**src/uart_lfc_pkg.sv**
```systemverilog
package uart_lfc_pkg;

    // Register offsets on the plain register port
    localparam logic [2:0] ADDR_DATA = 3'h0;
    localparam logic [2:0] ADDR_MASK = 3'h1;
    localparam logic [2:0] ADDR_EVT = 3'h2;
    localparam logic [2:0] ADDR_LFR = 3'h3;
    localparam logic [2:0] ADDR_LSR = 3'h5;

    // Line format register fields
    localparam int LFR_DIV_ACCESS = 7;
    localparam int LFR_BREAK = 6;
    localparam int LFR_STICK = 5;
    localparam int LFR_EVEN = 4;
    localparam int LFR_PAR_EN = 3;
    localparam int LFR_STOP = 2;

    // Event status and mask layout
    localparam int EVT_RX = 0;
    localparam int EVT_THRE = 1;
    localparam int EVT_LINE = 2;

    // Line status layout
    localparam int LSR_DR = 0;
    localparam int LSR_OVR = 1;
    localparam int LSR_PERR = 2;
    localparam int LSR_FERR = 3;
    localparam int LSR_BRK = 4;
    localparam int LSR_THRE = 5;
    localparam int LSR_TEMT = 6;

    // Reset values
    localparam logic [7:0] LFR_RESET = 8'h00;
    localparam logic [15:0] DIV_RESET = 16'h0001;
    localparam logic [2:0] MASK_RESET = 3'h0;

    // Sixteen baud ticks per bit; stop lengths in ticks
    localparam logic [5:0] TX_TICKS_BIT = 6'h10;
    localparam logic [5:0] TX_TICKS_STOP1 = 6'h10;
    localparam logic [5:0] TX_TICKS_STOP15 = 6'h18;
    localparam logic [5:0] TX_TICKS_STOP2 = 6'h20;
    localparam logic [3:0] RX_MID_START = 4'h7;
    localparam logic [3:0] RX_MID_BIT = 4'hF;
    localparam logic [2:0] DATA_BITS_MIN = 3'h4;

    typedef enum logic [2:0] {
        TX_IDLE = 3'b000,
        TX_START = 3'b001,
        TX_DATA = 3'b010,
        TX_PAR = 3'b011,
        TX_STOP = 3'b100
    } tx_state_e;

    typedef enum logic [2:0] {
        RX_IDLE = 3'b000,
        RX_START = 3'b001,
        RX_DATA = 3'b010,
        RX_PAR = 3'b011,
        RX_STOP = 3'b100
    } rx_state_e;

endpackage

```
**src/uart_parity_gen.sv**
```systemverilog
`timescale 1ns/1ns
module uart_parity_gen
    import uart_lfc_pkg::*;
(
    // Character and format
    input wire logic [7:0] data,
    input wire logic [1:0] size,
    input wire logic even_sel,
    input wire logic stick,
    // Expected parity bit
    output logic par_bit
);
    logic [7:0] mask_w;
    logic ones_odd_w;

    // Only the selected data bits count toward parity
    assign mask_w = 8'hFF >> (2'h3 - size);
    assign ones_odd_w = ^(data & mask_w);
    // Stick parity sends the inverse of the even select bit
    assign par_bit = stick ? ~even_sel
                   : (even_sel ? ones_odd_w : ~ones_odd_w);
endmodule

```
**src/uart_line_format.sv**
```systemverilog
// Our own choice: the strobed register port.
`timescale 1ns/1ns
// What this block does
// - Divisor access bit redirects low offsets to divisor
// - Break bit holds serial output low
// - Parity enable inserts and checks parity bit
// - Even select chooses even or odd parity
// - Stick parity sends constant inverse of select
// - Stop select gives one, 1.5 or two
// - Receiver checks only the first stop bit
// - Size bits select five to eight data
// - Size counts data bits only, framing added
// - Line errors raise highest priority interrupt
module uart_line_format
    import uart_lfc_pkg::*;
(
    // Clock and reset
    input wire logic ref_clk,
    input wire logic rst_n,
    // Register port
    input wire logic [2:0] addr,
    input wire logic [7:0] wdata,
    input wire logic wr_stb,
    input wire logic rd_stb,
    output logic [7:0] rdata_q,
    // Serial line
    input wire logic rxd,
    output logic txd_q,
    // Interrupt
    output logic irq_q
);
    logic [7:0] lfr_q;
    logic [15:0] div_q;
    logic [15:0] baud_cnt_q;
    logic [2:0] mask_q;
    logic [2:0] evt_q;
    logic [7:0] thr_q;
    logic thr_full_q;
    logic [7:0] rbr_q;
    logic [4:0] lsr_q;
    tx_state_e tx_state_q;
    logic [7:0] tx_data_q;
    logic [5:0] tx_cnt_q;
    logic [2:0] tx_idx_q;
    logic tx_line_q;
    rx_state_e rx_state_q;
    logic [7:0] rx_data_q;
    logic [3:0] rx_cnt_q;
    logic [2:0] rx_idx_q;
    logic rx_par_q;

    // Address decode
    logic divisor_access_select_w, sel_data_w, sel_dll_w, sel_mask_w, sel_dlm_w;
    assign divisor_access_select_w = lfr_q[LFR_DIV_ACCESS];
    assign sel_data_w = (addr == ADDR_DATA) && !divisor_access_select_w;
    assign sel_dll_w = (addr == ADDR_DATA) && divisor_access_select_w;
    assign sel_mask_w = (addr == ADDR_MASK) && !divisor_access_select_w;
    assign sel_dlm_w = (addr == ADDR_MASK) && divisor_access_select_w;
    logic wr_thr_w, rd_rbr_w, rd_evt_w, rd_lsr_w;
    assign wr_thr_w = wr_stb && sel_data_w;
    assign rd_rbr_w = rd_stb && sel_data_w;
    assign rd_evt_w = rd_stb && (addr == ADDR_EVT);
    assign rd_lsr_w = rd_stb && (addr == ADDR_LSR);

    // Baud tick at sixteen times the bit rate; divisor 0 acts as 1
    logic tick_w;
    assign tick_w = ({1'b0, baud_cnt_q} + 17'h00001) >= {1'b0, div_q};

    // Format decode: data length for both directions, stop length for transmit only
    logic [2:0] last_idx_w;
    logic [5:0] stop_ticks_w;
    assign last_idx_w = DATA_BITS_MIN + {1'b0, lfr_q[1:0]};
    assign stop_ticks_w = !lfr_q[LFR_STOP] ? TX_TICKS_STOP1
        : (lfr_q[1:0] == 2'h0 ? TX_TICKS_STOP15 : TX_TICKS_STOP2);

    // Parity generation and checking
    logic tx_par_w, rx_par_exp_w;
    uart_parity_gen u_tx_par (
        .data(tx_data_q),
        .size(lfr_q[1:0]),
        .even_sel(lfr_q[LFR_EVEN]),
        .stick(lfr_q[LFR_STICK]),
        .par_bit(tx_par_w)
    );
    uart_parity_gen u_rx_par (
        .data(rx_data_q),
        .size(lfr_q[1:0]),
        .even_sel(lfr_q[LFR_EVEN]),
        .stick(lfr_q[LFR_STICK]),
        .par_bit(rx_par_exp_w)
    );

    // Transmit timing
    logic [5:0] tx_len_w;
    logic tx_end_w, tx_load_w;
    assign tx_len_w = (tx_state_q == TX_STOP) ? stop_ticks_w
                                              : TX_TICKS_BIT;
    assign tx_end_w = tick_w && (tx_cnt_q == tx_len_w - 6'h01);
    assign tx_load_w = (tx_state_q == TX_IDLE) && thr_full_q;

    // Receive sampling at bit centres
    logic rx_mid_w, rx_done_w, par_err_w, frm_err_w, brk_w, ovr_w;
    assign rx_mid_w = tick_w && (rx_cnt_q == ((rx_state_q == RX_START)
                                 ? RX_MID_START : RX_MID_BIT));
    assign rx_done_w = (rx_state_q == RX_STOP) && rx_mid_w;
    assign par_err_w = lfr_q[LFR_PAR_EN]
                       && (rx_par_q != rx_par_exp_w);
    assign frm_err_w = !rxd;
    assign brk_w = !rxd && (rx_data_q == 8'h00)
                   && (!lfr_q[LFR_PAR_EN] || !rx_par_q);
    assign ovr_w = lsr_q[LSR_DR];

    // Sticky events; a set in the clearing cycle survives
    logic [2:0] evt_set_w;
    logic [4:0] lsr_set_w;
    assign evt_set_w[EVT_RX] = rx_done_w;
    assign evt_set_w[EVT_THRE] = tx_load_w;
    assign evt_set_w[EVT_LINE] = rx_done_w
        && (par_err_w || frm_err_w || brk_w || ovr_w);
    assign lsr_set_w = {brk_w, frm_err_w, par_err_w, ovr_w, 1'b1}
                       & {5{rx_done_w}};

    // Highest pending source: line status first
    logic [2:0] pend_w;
    logic [1:0] top_w;
    assign pend_w = evt_q & mask_q;
    assign top_w = pend_w[EVT_LINE] ? 2'h3
                 : pend_w[EVT_RX] ? 2'h2
                 : pend_w[EVT_THRE] ? 2'h1 : 2'h0;

    // Read mux
    logic [7:0] rd_mux_w;
    assign rd_mux_w = sel_data_w ? rbr_q
        : sel_dll_w ? div_q[7:0]
        : sel_mask_w ? {5'h00, mask_q}
        : sel_dlm_w ? div_q[15:8]
        : (addr == ADDR_EVT) ? {top_w, 3'h0, evt_q}
        : (addr == ADDR_LFR) ? lfr_q
        : (addr == ADDR_LSR) ? {1'b0, tx_state_q == TX_IDLE
                                && !thr_full_q, !thr_full_q, lsr_q}
        : 8'h00;

    // Software registers
    always_ff @(posedge ref_clk) begin
        if (!rst_n) begin
            lfr_q <= LFR_RESET;
            div_q <= DIV_RESET;
            mask_q <= MASK_RESET;
        end else if (wr_stb) begin
            if (addr == ADDR_LFR) lfr_q <= wdata;
            if (sel_dll_w) div_q[7:0] <= wdata;
            if (sel_dlm_w) div_q[15:8] <= wdata;
            if (sel_mask_w) mask_q <= wdata[2:0];
        end
    end

    // Status, holding registers and outputs
    always_ff @(posedge ref_clk) begin
        if (!rst_n) begin
            evt_q <= 3'h0;
            lsr_q <= 5'h00;
            thr_q <= 8'h00;
            thr_full_q <= 1'b0;
            rbr_q <= 8'h00;
            rdata_q <= 8'h00;
            irq_q <= 1'b0;
            txd_q <= 1'b1;
            baud_cnt_q <= 16'h0000;
        end else begin
            evt_q <= (evt_q & {3{!rd_evt_w}}) | evt_set_w;
            lsr_q[4:1] <= (lsr_q[4:1] & {4{!rd_lsr_w}}) | lsr_set_w[4:1];
            lsr_q[0] <= (lsr_q[0] && !rd_rbr_w) || lsr_set_w[0];
            if (wr_thr_w) thr_q <= wdata;
            thr_full_q <= wr_thr_w || (thr_full_q && !tx_load_w);
            if (rx_done_w) rbr_q <= rx_data_q;
            rdata_q <= rd_stb ? rd_mux_w : 8'h00;
            irq_q <= |pend_w;
            txd_q <= tx_line_q && !lfr_q[LFR_BREAK];
            baud_cnt_q <= tick_w ? 16'h0000 : baud_cnt_q + 16'h0001;
        end
    end

    // Transmit counters; the bit timer restarts after each start, data and parity bit and after the whole stop period
    always_ff @(posedge ref_clk) begin
        if (!rst_n || tx_state_q == TX_IDLE) tx_cnt_q <= 6'h00;
        else if (tick_w) tx_cnt_q <= tx_end_w ? 6'h00 : tx_cnt_q + 6'h01;
    end

    // Transmit framer
    always_ff @(posedge ref_clk) begin
        if (!rst_n) begin
            tx_state_q <= TX_IDLE;
            tx_data_q <= 8'h00;
            tx_idx_q <= 3'h0;
            tx_line_q <= 1'b1;
        end else begin
            unique case (tx_state_q)
                TX_IDLE: if (tx_load_w) begin
                    tx_data_q <= thr_q;
                    tx_state_q <= TX_START;
                    tx_line_q <= 1'b0;
                end
                TX_START: if (tx_end_w) begin
                    tx_state_q <= TX_DATA;
                    tx_idx_q <= 3'h0;
                    tx_line_q <= tx_data_q[0];
                end
                TX_DATA: if (tx_end_w) begin
                    if (tx_idx_q == last_idx_w) begin
                        tx_state_q <= lfr_q[LFR_PAR_EN] ? TX_PAR
                                                        : TX_STOP;
                        tx_line_q <= !lfr_q[LFR_PAR_EN] || tx_par_w;
                    end else begin
                        tx_idx_q <= tx_idx_q + 3'h1;
                        tx_line_q <= tx_data_q[tx_idx_q + 3'h1];
                    end
                end
                TX_PAR: if (tx_end_w) begin
                    tx_state_q <= TX_STOP;
                    tx_line_q <= 1'b1;
                end
                TX_STOP: if (tx_end_w) tx_state_q <= TX_IDLE;
                default: tx_state_q <= TX_IDLE;
            endcase
        end
    end

    // Receive deframer; extra stop bits look like idle line
    always_ff @(posedge ref_clk) begin
        if (!rst_n) begin
            rx_state_q <= RX_IDLE;
            rx_data_q <= 8'h00;
            rx_cnt_q <= 4'h0;
            rx_idx_q <= 3'h0;
            rx_par_q <= 1'b0;
        end else begin
            if (tick_w) rx_cnt_q <= rx_mid_w ? 4'h0 : rx_cnt_q + 4'h1;
            unique case (rx_state_q)
                RX_IDLE: if (!rxd) begin
                    rx_state_q <= RX_START;
                    rx_cnt_q <= 4'h0;
                    rx_data_q <= 8'h00;
                end
                // A glitch shorter than half a bit is dropped
                RX_START: if (rx_mid_w) begin
                    rx_state_q <= rxd ? RX_IDLE : RX_DATA;
                    rx_idx_q <= 3'h0;
                end
                RX_DATA: if (rx_mid_w) begin
                    rx_data_q[rx_idx_q] <= rxd;
                    rx_idx_q <= rx_idx_q + 3'h1;
                    if (rx_idx_q == last_idx_w)
                        rx_state_q <= lfr_q[LFR_PAR_EN] ? RX_PAR
                                                        : RX_STOP;
                end
                RX_PAR: if (rx_mid_w) begin
                    rx_par_q <= rxd;
                    rx_state_q <= RX_STOP;
                end
                RX_STOP: if (rx_mid_w) rx_state_q <= RX_IDLE;
                default: rx_state_q <= RX_IDLE;
            endcase
        end
    end

    logic [5:0] stop_seen_q;
    logic [3:0] bits_seen_q;
    always_ff @(posedge ref_clk) begin
        if (!rst_n || tx_state_q == TX_IDLE) begin
            stop_seen_q <= 6'h00;
            bits_seen_q <= 4'h0;
        end else begin
            if (tx_state_q == TX_STOP && tick_w)
                stop_seen_q <= stop_seen_q + 6'h01;
            if (tx_state_q == TX_DATA && tx_end_w)
                bits_seen_q <= bits_seen_q + 4'h1;
        end
    end
endmodule

```
**config.mk**
```make
export PLATFORM = sky130hd
export DESIGN_NAME = uart_line_format
export DESIGN_NICKNAME = d
export VERILOG_FILES = /design/src/uart_lfc_pkg.sv /design/src/uart_parity_gen.sv /design/src/uart_line_format.sv
export SDC_FILE = /design/constraint.sdc
export NUM_CORES = 1
export LEC_CHECK = 0
export BUFFER_PORTS_ARGS = -buffer_cell sky130_fd_sc_hd__buf_2
export CORE_AREA = 2 2 110 112
export CTS_CLUSTER_SIZE = 8
export DETAILED_ROUTE_END_ITERATION = 8
export DIE_AREA = 0 0 112 114
export PLACE_DENSITY = 0.71
export SYNTH_ARGS = -nofsm -noshare
export SYNTH_HDL_FRONTEND = slang
export SYNTH_SLANG_ARGS = --single-unit
```
**constraint.sdc**
```tcl
create_clock -name ref_clk -period 3.9 [get_ports ref_clk]
set_input_delay 0.78 -clock ref_clk [delete_from_list [all_inputs] [get_ports ref_clk]]
set_output_delay 0.78 -clock ref_clk [all_outputs]
set_load 0.05 [all_outputs]
```
Word-level counts from Yosys, hierarchy flattened
Index checks and enable logic that the tools add are counted.
{"block": "totals", "out_inout_bits": 10, "reg_bits": 118}
{"block": "op_classes", "bitwise_logic": 12, "mux": 58, "magnitude_cmp": 4, "reduce_logical": 66, "n_addsub": 9, "n_eq_ne": 30, "n_shift": 1}
{"op": "8-bit 2-to-1 mux", "count": 8}
{"op": "3-bit 2-to-1 mux", "count": 16}
{"op": "3-bit one-hot mux with 5 select lines", "count": 2}
{"op": "2-bit inequality test (second input constant)", "count": 13}
{"op": "6-bit 2-to-1 mux", "count": 4}
{"op": "1-bit logical AND", "count": 21}
{"op": "4-bit 2-to-1 mux", "count": 5}
{"op": "3-bit by 2-bit == test with 1-bit output (second input constant)", "count": 6}
{"op": "16-bit by 1-bit adder with 17-bit output (second input constant)", "count": 1}
{"op": "17-bit by 16-bit greater-or-equal comparator with 1-bit output", "count": 1}
{"op": "16-bit by 1-bit adder with 16-bit output (second input constant)", "count": 1}
{"op": "8-bit bitwise AND", "count": 2}
{"op": "8-bit one-hot mux with 2 select lines", "count": 1}
{"op": "8-bit XOR reduction", "count": 2}
{"op": "2-bit AND reduction", "count": 7}
{"op": "1-bit 2-to-1 mux", "count": 12}
{"op": "3-bit one-hot mux with 2 select lines", "count": 2}
{"op": "6-bit AND reduction", "count": 2}
{"op": "1-bit zero test", "count": 11}
{"op": "3-bit by 1-bit == test with 1-bit output (second input constant)", "count": 3}
{"op": "3-bit == test (second input constant)", "count": 3}
{"op": "3-bit zero test", "count": 3}
{"op": "8-bit bitwise mux", "count": 1}
{"op": "8-bit zero test", "count": 1}
{"op": "33 further kinds", "count": 52}

Longest topological paths before layout
{"block": "depth", "word_depth": 14, "ltp_mapped": 16}

Cells and area by module
From an unflattened synthesis, not the netlist that was laid out.
{"block": "unflattened", "hier_cells": 735, "hier_area_um2": 6134.6}
{"module": "uart_line_format", "instances": 1, "seq_area_each_um2": 2362.3, "cells_each": 703, "area_each_um2": 5831.8}
{"module": "uart_parity_gen", "instances": 2, "seq_area_each_um2": 0.0, "cells_each": 16, "area_each_um2": 151.4}

Worst setup path before layout
Ideal clock, no wire load.
{"block": "synth_timing", "path_kind": "reg-to-reg", "start": "register baud_cnt_q[0]", "end": "register tx_state_q[0]", "arrival_ns": 2.865, "stages_incl_launch_ff": 15, "slack_ns": 0.918, "period_less_slack_ns": 2.982, "path_buffers": 1, "setup_ns": 0.117, "cell_sequence": "dfxtp_1 ha_1 nand2_1 nor2_1 and4_1 xor2_1 ha_1 a21o_1 a211oi_1 o21ai_1 o211a_1 clkbuf_1 o211ai_1 o22ai_1 a32o_1"}
{"block": "synth_via", "elab_chain_cells": 5}
{"element": "from (decl)", "line": "uart_line_format.sv:34", "text": "logic [15:0] baud_cnt_q;"}
{"element": "from (signal assigned)", "line": "uart_line_format.sv:179", "text": "baud_cnt_q <= tick_w ? 16'h0000 : baud_cnt_q + 16'h0001;"}
{"element": "16-bit by 1-bit adder with 17-bit output *", "line": "uart_line_format.sv:67", "text": "assign tick_w = ({1'b0, baud_cnt_q} + 17'h00001) >= {1'b0, div_q};"}
{"element": "17-bit by 16-bit greater-or-equal comparator with 1-bit output *", "line": "uart_line_format.sv:67"}
{"element": "1-bit logical AND *", "line": "uart_line_format.sv:98", "text": "assign tx_end_w = tick_w && (tx_cnt_q == tx_len_w - 6'h01);"}
{"element": "2-bit inequality test (no line)"}
{"element": "6-bit AND reduction (no line) *"}
{"element": "to (signal assigned)", "line": "uart_line_format.sv:210", "text": "tx_state_q <= lfr_q[LFR_PAR_EN] ? TX_PAR"}
{"element": "to (decl)", "line": "uart_line_format.sv:41", "text": "tx_state_e tx_state_q;"}
Mark *: on every way between the ends. The rest lies on a longest branch, timed or not.
A chain may end at the register's enable or synchronous reset.

Final worst setup path
{"block": "layout_timing", "start": "register baud_cnt_q[0]", "end": "register rx_idx_q[2]"}
{"block": "layout_via", "elab_chain_cells": 5}
{"element": "16-bit by 1-bit adder with 17-bit output *", "line": "uart_line_format.sv:67"}
{"element": "17-bit by 16-bit greater-or-equal comparator with 1-bit output *", "line": "uart_line_format.sv:67"}
{"element": "1-bit logical AND *", "line": "uart_line_format.sv:103", "text": "assign rx_mid_w = tick_w && (rx_cnt_q == ((rx_state_q == RX_START)"}
{"element": "2-bit inequality test (no line)"}
{"element": "3-bit AND reduction (no line) *"}
{"element": "to (signal assigned)", "line": "uart_line_format.sv:251", "text": "rx_idx_q <= rx_idx_q + 3'h1;"}
{"element": "to (decl)", "line": "uart_line_format.sv:49", "text": "logic [2:0] rx_idx_q;"}
Marks and branches as above.

==> metrics.txt <==
synthesized flop and latch total 118; CTS buffer count 17; pwr/cell area between 400 and 500 nW/um2; die width roughly 110 um; max cap viols 0; final WL 16100 um; Final Util 60.0%; post-DP HPWL 11200 um; FF+latch area 2360 um2; Pint approximately 2.3 mW; largest family of logic cells by synthesized area simple AND/OR/NAND/NOR gates; largest net degree at the start of global routing between 60 and 70; Syn Nets 786; Clock Skews around 0.013 ns; Worst Hold Path Cells 2; # rows 40; M2 GR Usage 42.5%; synthesized area per cell 8.34 um2; mux cell area share after synthesis 7.54%; Fill cells 1022; unrepaired setup endpoints after global routing false; sequential fraction of design power 41.3%; met1 usage 35.3%; IO buf count 25; Die H 114 um; initial antenna violation count 0; Switching Power ~0.73 mW; Comb power frac 5.7%; Gate Count Post-Synth 746; cell with the most instances after synthesis dfxtp_1; Clock Path Buffers 2; vias in the first global route 5294; Min Clock Period, post-route between 3 and 4 ns; fmax 289 MHz; Final Max Tran Viols 0; Hold WC Path Type reg2reg; clock share of power 52.9%; top cells by area, synth dfxtp_1 38%, mux2i_1 6.3%, nand2_1 6.0%; worst slew pin tran 0.798 ns; sw frac 24.3%; Most used DFF post-synth dfxtp_1; H-Tree Depth 4; final worst-path cycle share 88.7%; Yosys top cell area share approximately 38%; vias per cell around 6; sequential element share of the synthesized area 38.0%; Worst R2R Path Depth 15; CP Max Fanout 22; post-CTS resize count 0; area share of and/or/nand/nor cells after synthesis 24.9%; status completed; VDD IR max just under 400 uV; Yosys warning count 0; r2r setup slk 0.44 ns; EDFF count, synth 0; mapped cell area ~6200 um2; CTS Sinks 118; final net count 799; GR Util met3 4.68%; drt pass-1 iters 6; hold_buf cts 0; Slew headroom 46.4%; hold path start thr_q[4]; Critical Path RT 4.25 ns; footprint of the multi-input gates 3570 um2; Layout area overhead 13.0%; Detail Route Antenna Nets 0; CTS tree done; R2R Path Start baud_cnt_q[0]; clk root buf clkbuf_16; cell taking the most area after synthesis dfxtp_1; Setup crit start kind register; Crit. End Element register; CP Class reg2reg; Commonest cells post-synth 118 x dfxtp_1, 99 x nand2_1, 69 x nor2_1; I/O pin count 26; worst-skew pair later-pin latency between 0.4 and 0.5 ns; Fin Setup TNS 0 ns; Via Count about 5600; Die Area 12800 um2; final hold violations 0; layout cell share with drive strength beyond 1 11.0%; postcts setup bufs 0; DRC viols 0; leak pwr 2.77 nW; WHS Endpoint thr_q[4]; core area 11700 um2; Synth async-reset ratio 0%; DRT iter0 DRCs 523; Compound-Gate Fraction of Synth Area 14.5%; Synth Area in Adders between 4 and 5%; XOR/XNOR share of the synthesized area between 5 and 6%; worst r2r dst rx_idx_q[2]; diodes inserted 0; critical path data arrival time roughly 3.8 ns; post-synth cell types 67; global-route wire length before repair approximately 27000 um; gr busiest metal met2; total gr overflow 0; CTS clk-pin slew, worst paths ~0.06 ns; GRT Total Usage roughly a quarter; # setup viols final 0; gpl congestion 0.968; routed wire length per instance about 18 um; Initial Util 53.1%
==> power by group through the flow <==
stage / Clock [mW] / Sequential (mW) / Combinational [mW]
4_1_cts: 1.61 / 1.25 / 0.170
3_3_place_gp: 0 / 1.27 / 0.164
3_5_place_dp: 0 / 1.27 / 0.168
2_1_floorplan: 0 / 1.26 / 0.125
6_report: 1.60 / 1.25 / 0.173
5_1_grt: 1.67 / 1.25 / 0.189
==> critical path, stage by stage (launching register included) <==
cell and delay, ns:
dfxtp_1 0.38, ha_1 0.24, nand2_1 0.09, nor2_1 0.21, nand3_1 0.15, nor2_1 0.15
xor2_1 0.10, ha_1 0.31, nand3_1 0.09, nor4_1 0.27, o31ai_1 0.12, nand3_2 0.23
o211ai_1 0.14, buf_4 0.23, or4_1 0.50, a31oi_1 0.18
==> cell usage in the layout (no fill, tap or decap), drive strengths merged, types with 9 or more instances in the layout <==
cell,netlist,routed
o21ai,22,22
mux2i,39,39
dfxtp,118,118
buf,11,34
ha,24,24
nor4,13,13
nand2b,13,13
nand3,38,38
a21oi,62,62
xnor2,22,22
nor2,69,69
inv,30,32
xor2,18,18
o211ai,9,9
and3,21,21
nand2,99,99
clkbuf,29,17
==> sequential cells by signal, indices dropped and copies added (netlist names) <==
register    cells
baud_cnt_q     16
div_q          16
evt_q           3
irq_q           1
lfr_q           8
lsr_q           5
mask_q          3
rbr_q           8
rdata_q         8
rx_cnt_q        4
rx_data_q       8
rx_idx_q        3
rx_par_q        1
rx_state_q      3
thr_full_q      1
thr_q           8
tx_cnt_q        6
tx_data_q       8
tx_idx_q        3
tx_line_q       1
tx_state_q      3
txd_q           1
==> worst max-delay path by stage <==
stage | end | startpoint | slack, ns | cells past startpoint
final | rx_idx_q[2] | baud_cnt_q[0] | 0.44 | 15
after global routing | rx_idx_q[2] | baud_cnt_q[0] | 0.08 | 15
after CTS | rx_idx_q[2] | baud_cnt_q[0] | 0.44 | 15
after detailed placement | rx_idx_q[2] | baud_cnt_q[0] | 0.44 | 14
after global placement | rx_idx_q[2] | baud_cnt_q[0] | 0.58 | 15
after floorplan | tx_state_q[0] | baud_cnt_q[0] | 0.92 | 14
==> logic make-up after synthesis <==
logic type               after synthesis
XOR/XNOR                              40
flip-flops                           118
AO/OA/AOI/OAI                        144
adder cells (fa/ha/maj)               24
multiplexers                          44
AND/OR/NAND/NOR                      306
buffers and inverters                 70
==> cell type report <==
| class | instances | share of cell area (%) |
|---|---|---|
| clock buffer | 17 | 6.05 |
| clock inverter | 15 | 2.56 |
| inverter | 30 | 1.60 |
| multi-input combinational | 558 | 50.8 |
| sequential | 118 | 33.6 |
| tap | 147 | 2.62 |
| timing repair buffer | 34 | 2.74 |
==> through the flow <==
stage          power [mW]  instance area (um2)  cells  hold WS [ns]  worst slack (ns)
6_report             3.02                 7030    919         0.461             0.440
5_1_grt              3.11                 7030    919         0.481            0.0825
4_1_cts              3.03                 7030    919         0.461             0.440
3_5_place_dp         1.44                 6420    887         0.448             0.437
3_3_place_gp         1.44                 6420    887         0.448             0.582
2_1_floorplan        1.39                 6220    746         0.431             0.918
==> routing by layer <==
metal | vias to the layer above | wire [um]
met5 | - | 0
met4 | 0 | 353
met3 | 34 | 948
met2 | 210 | 7590
met1 | 2636 | 7220
li1 | 2678 | -
(Power assumes the default switching activity.)
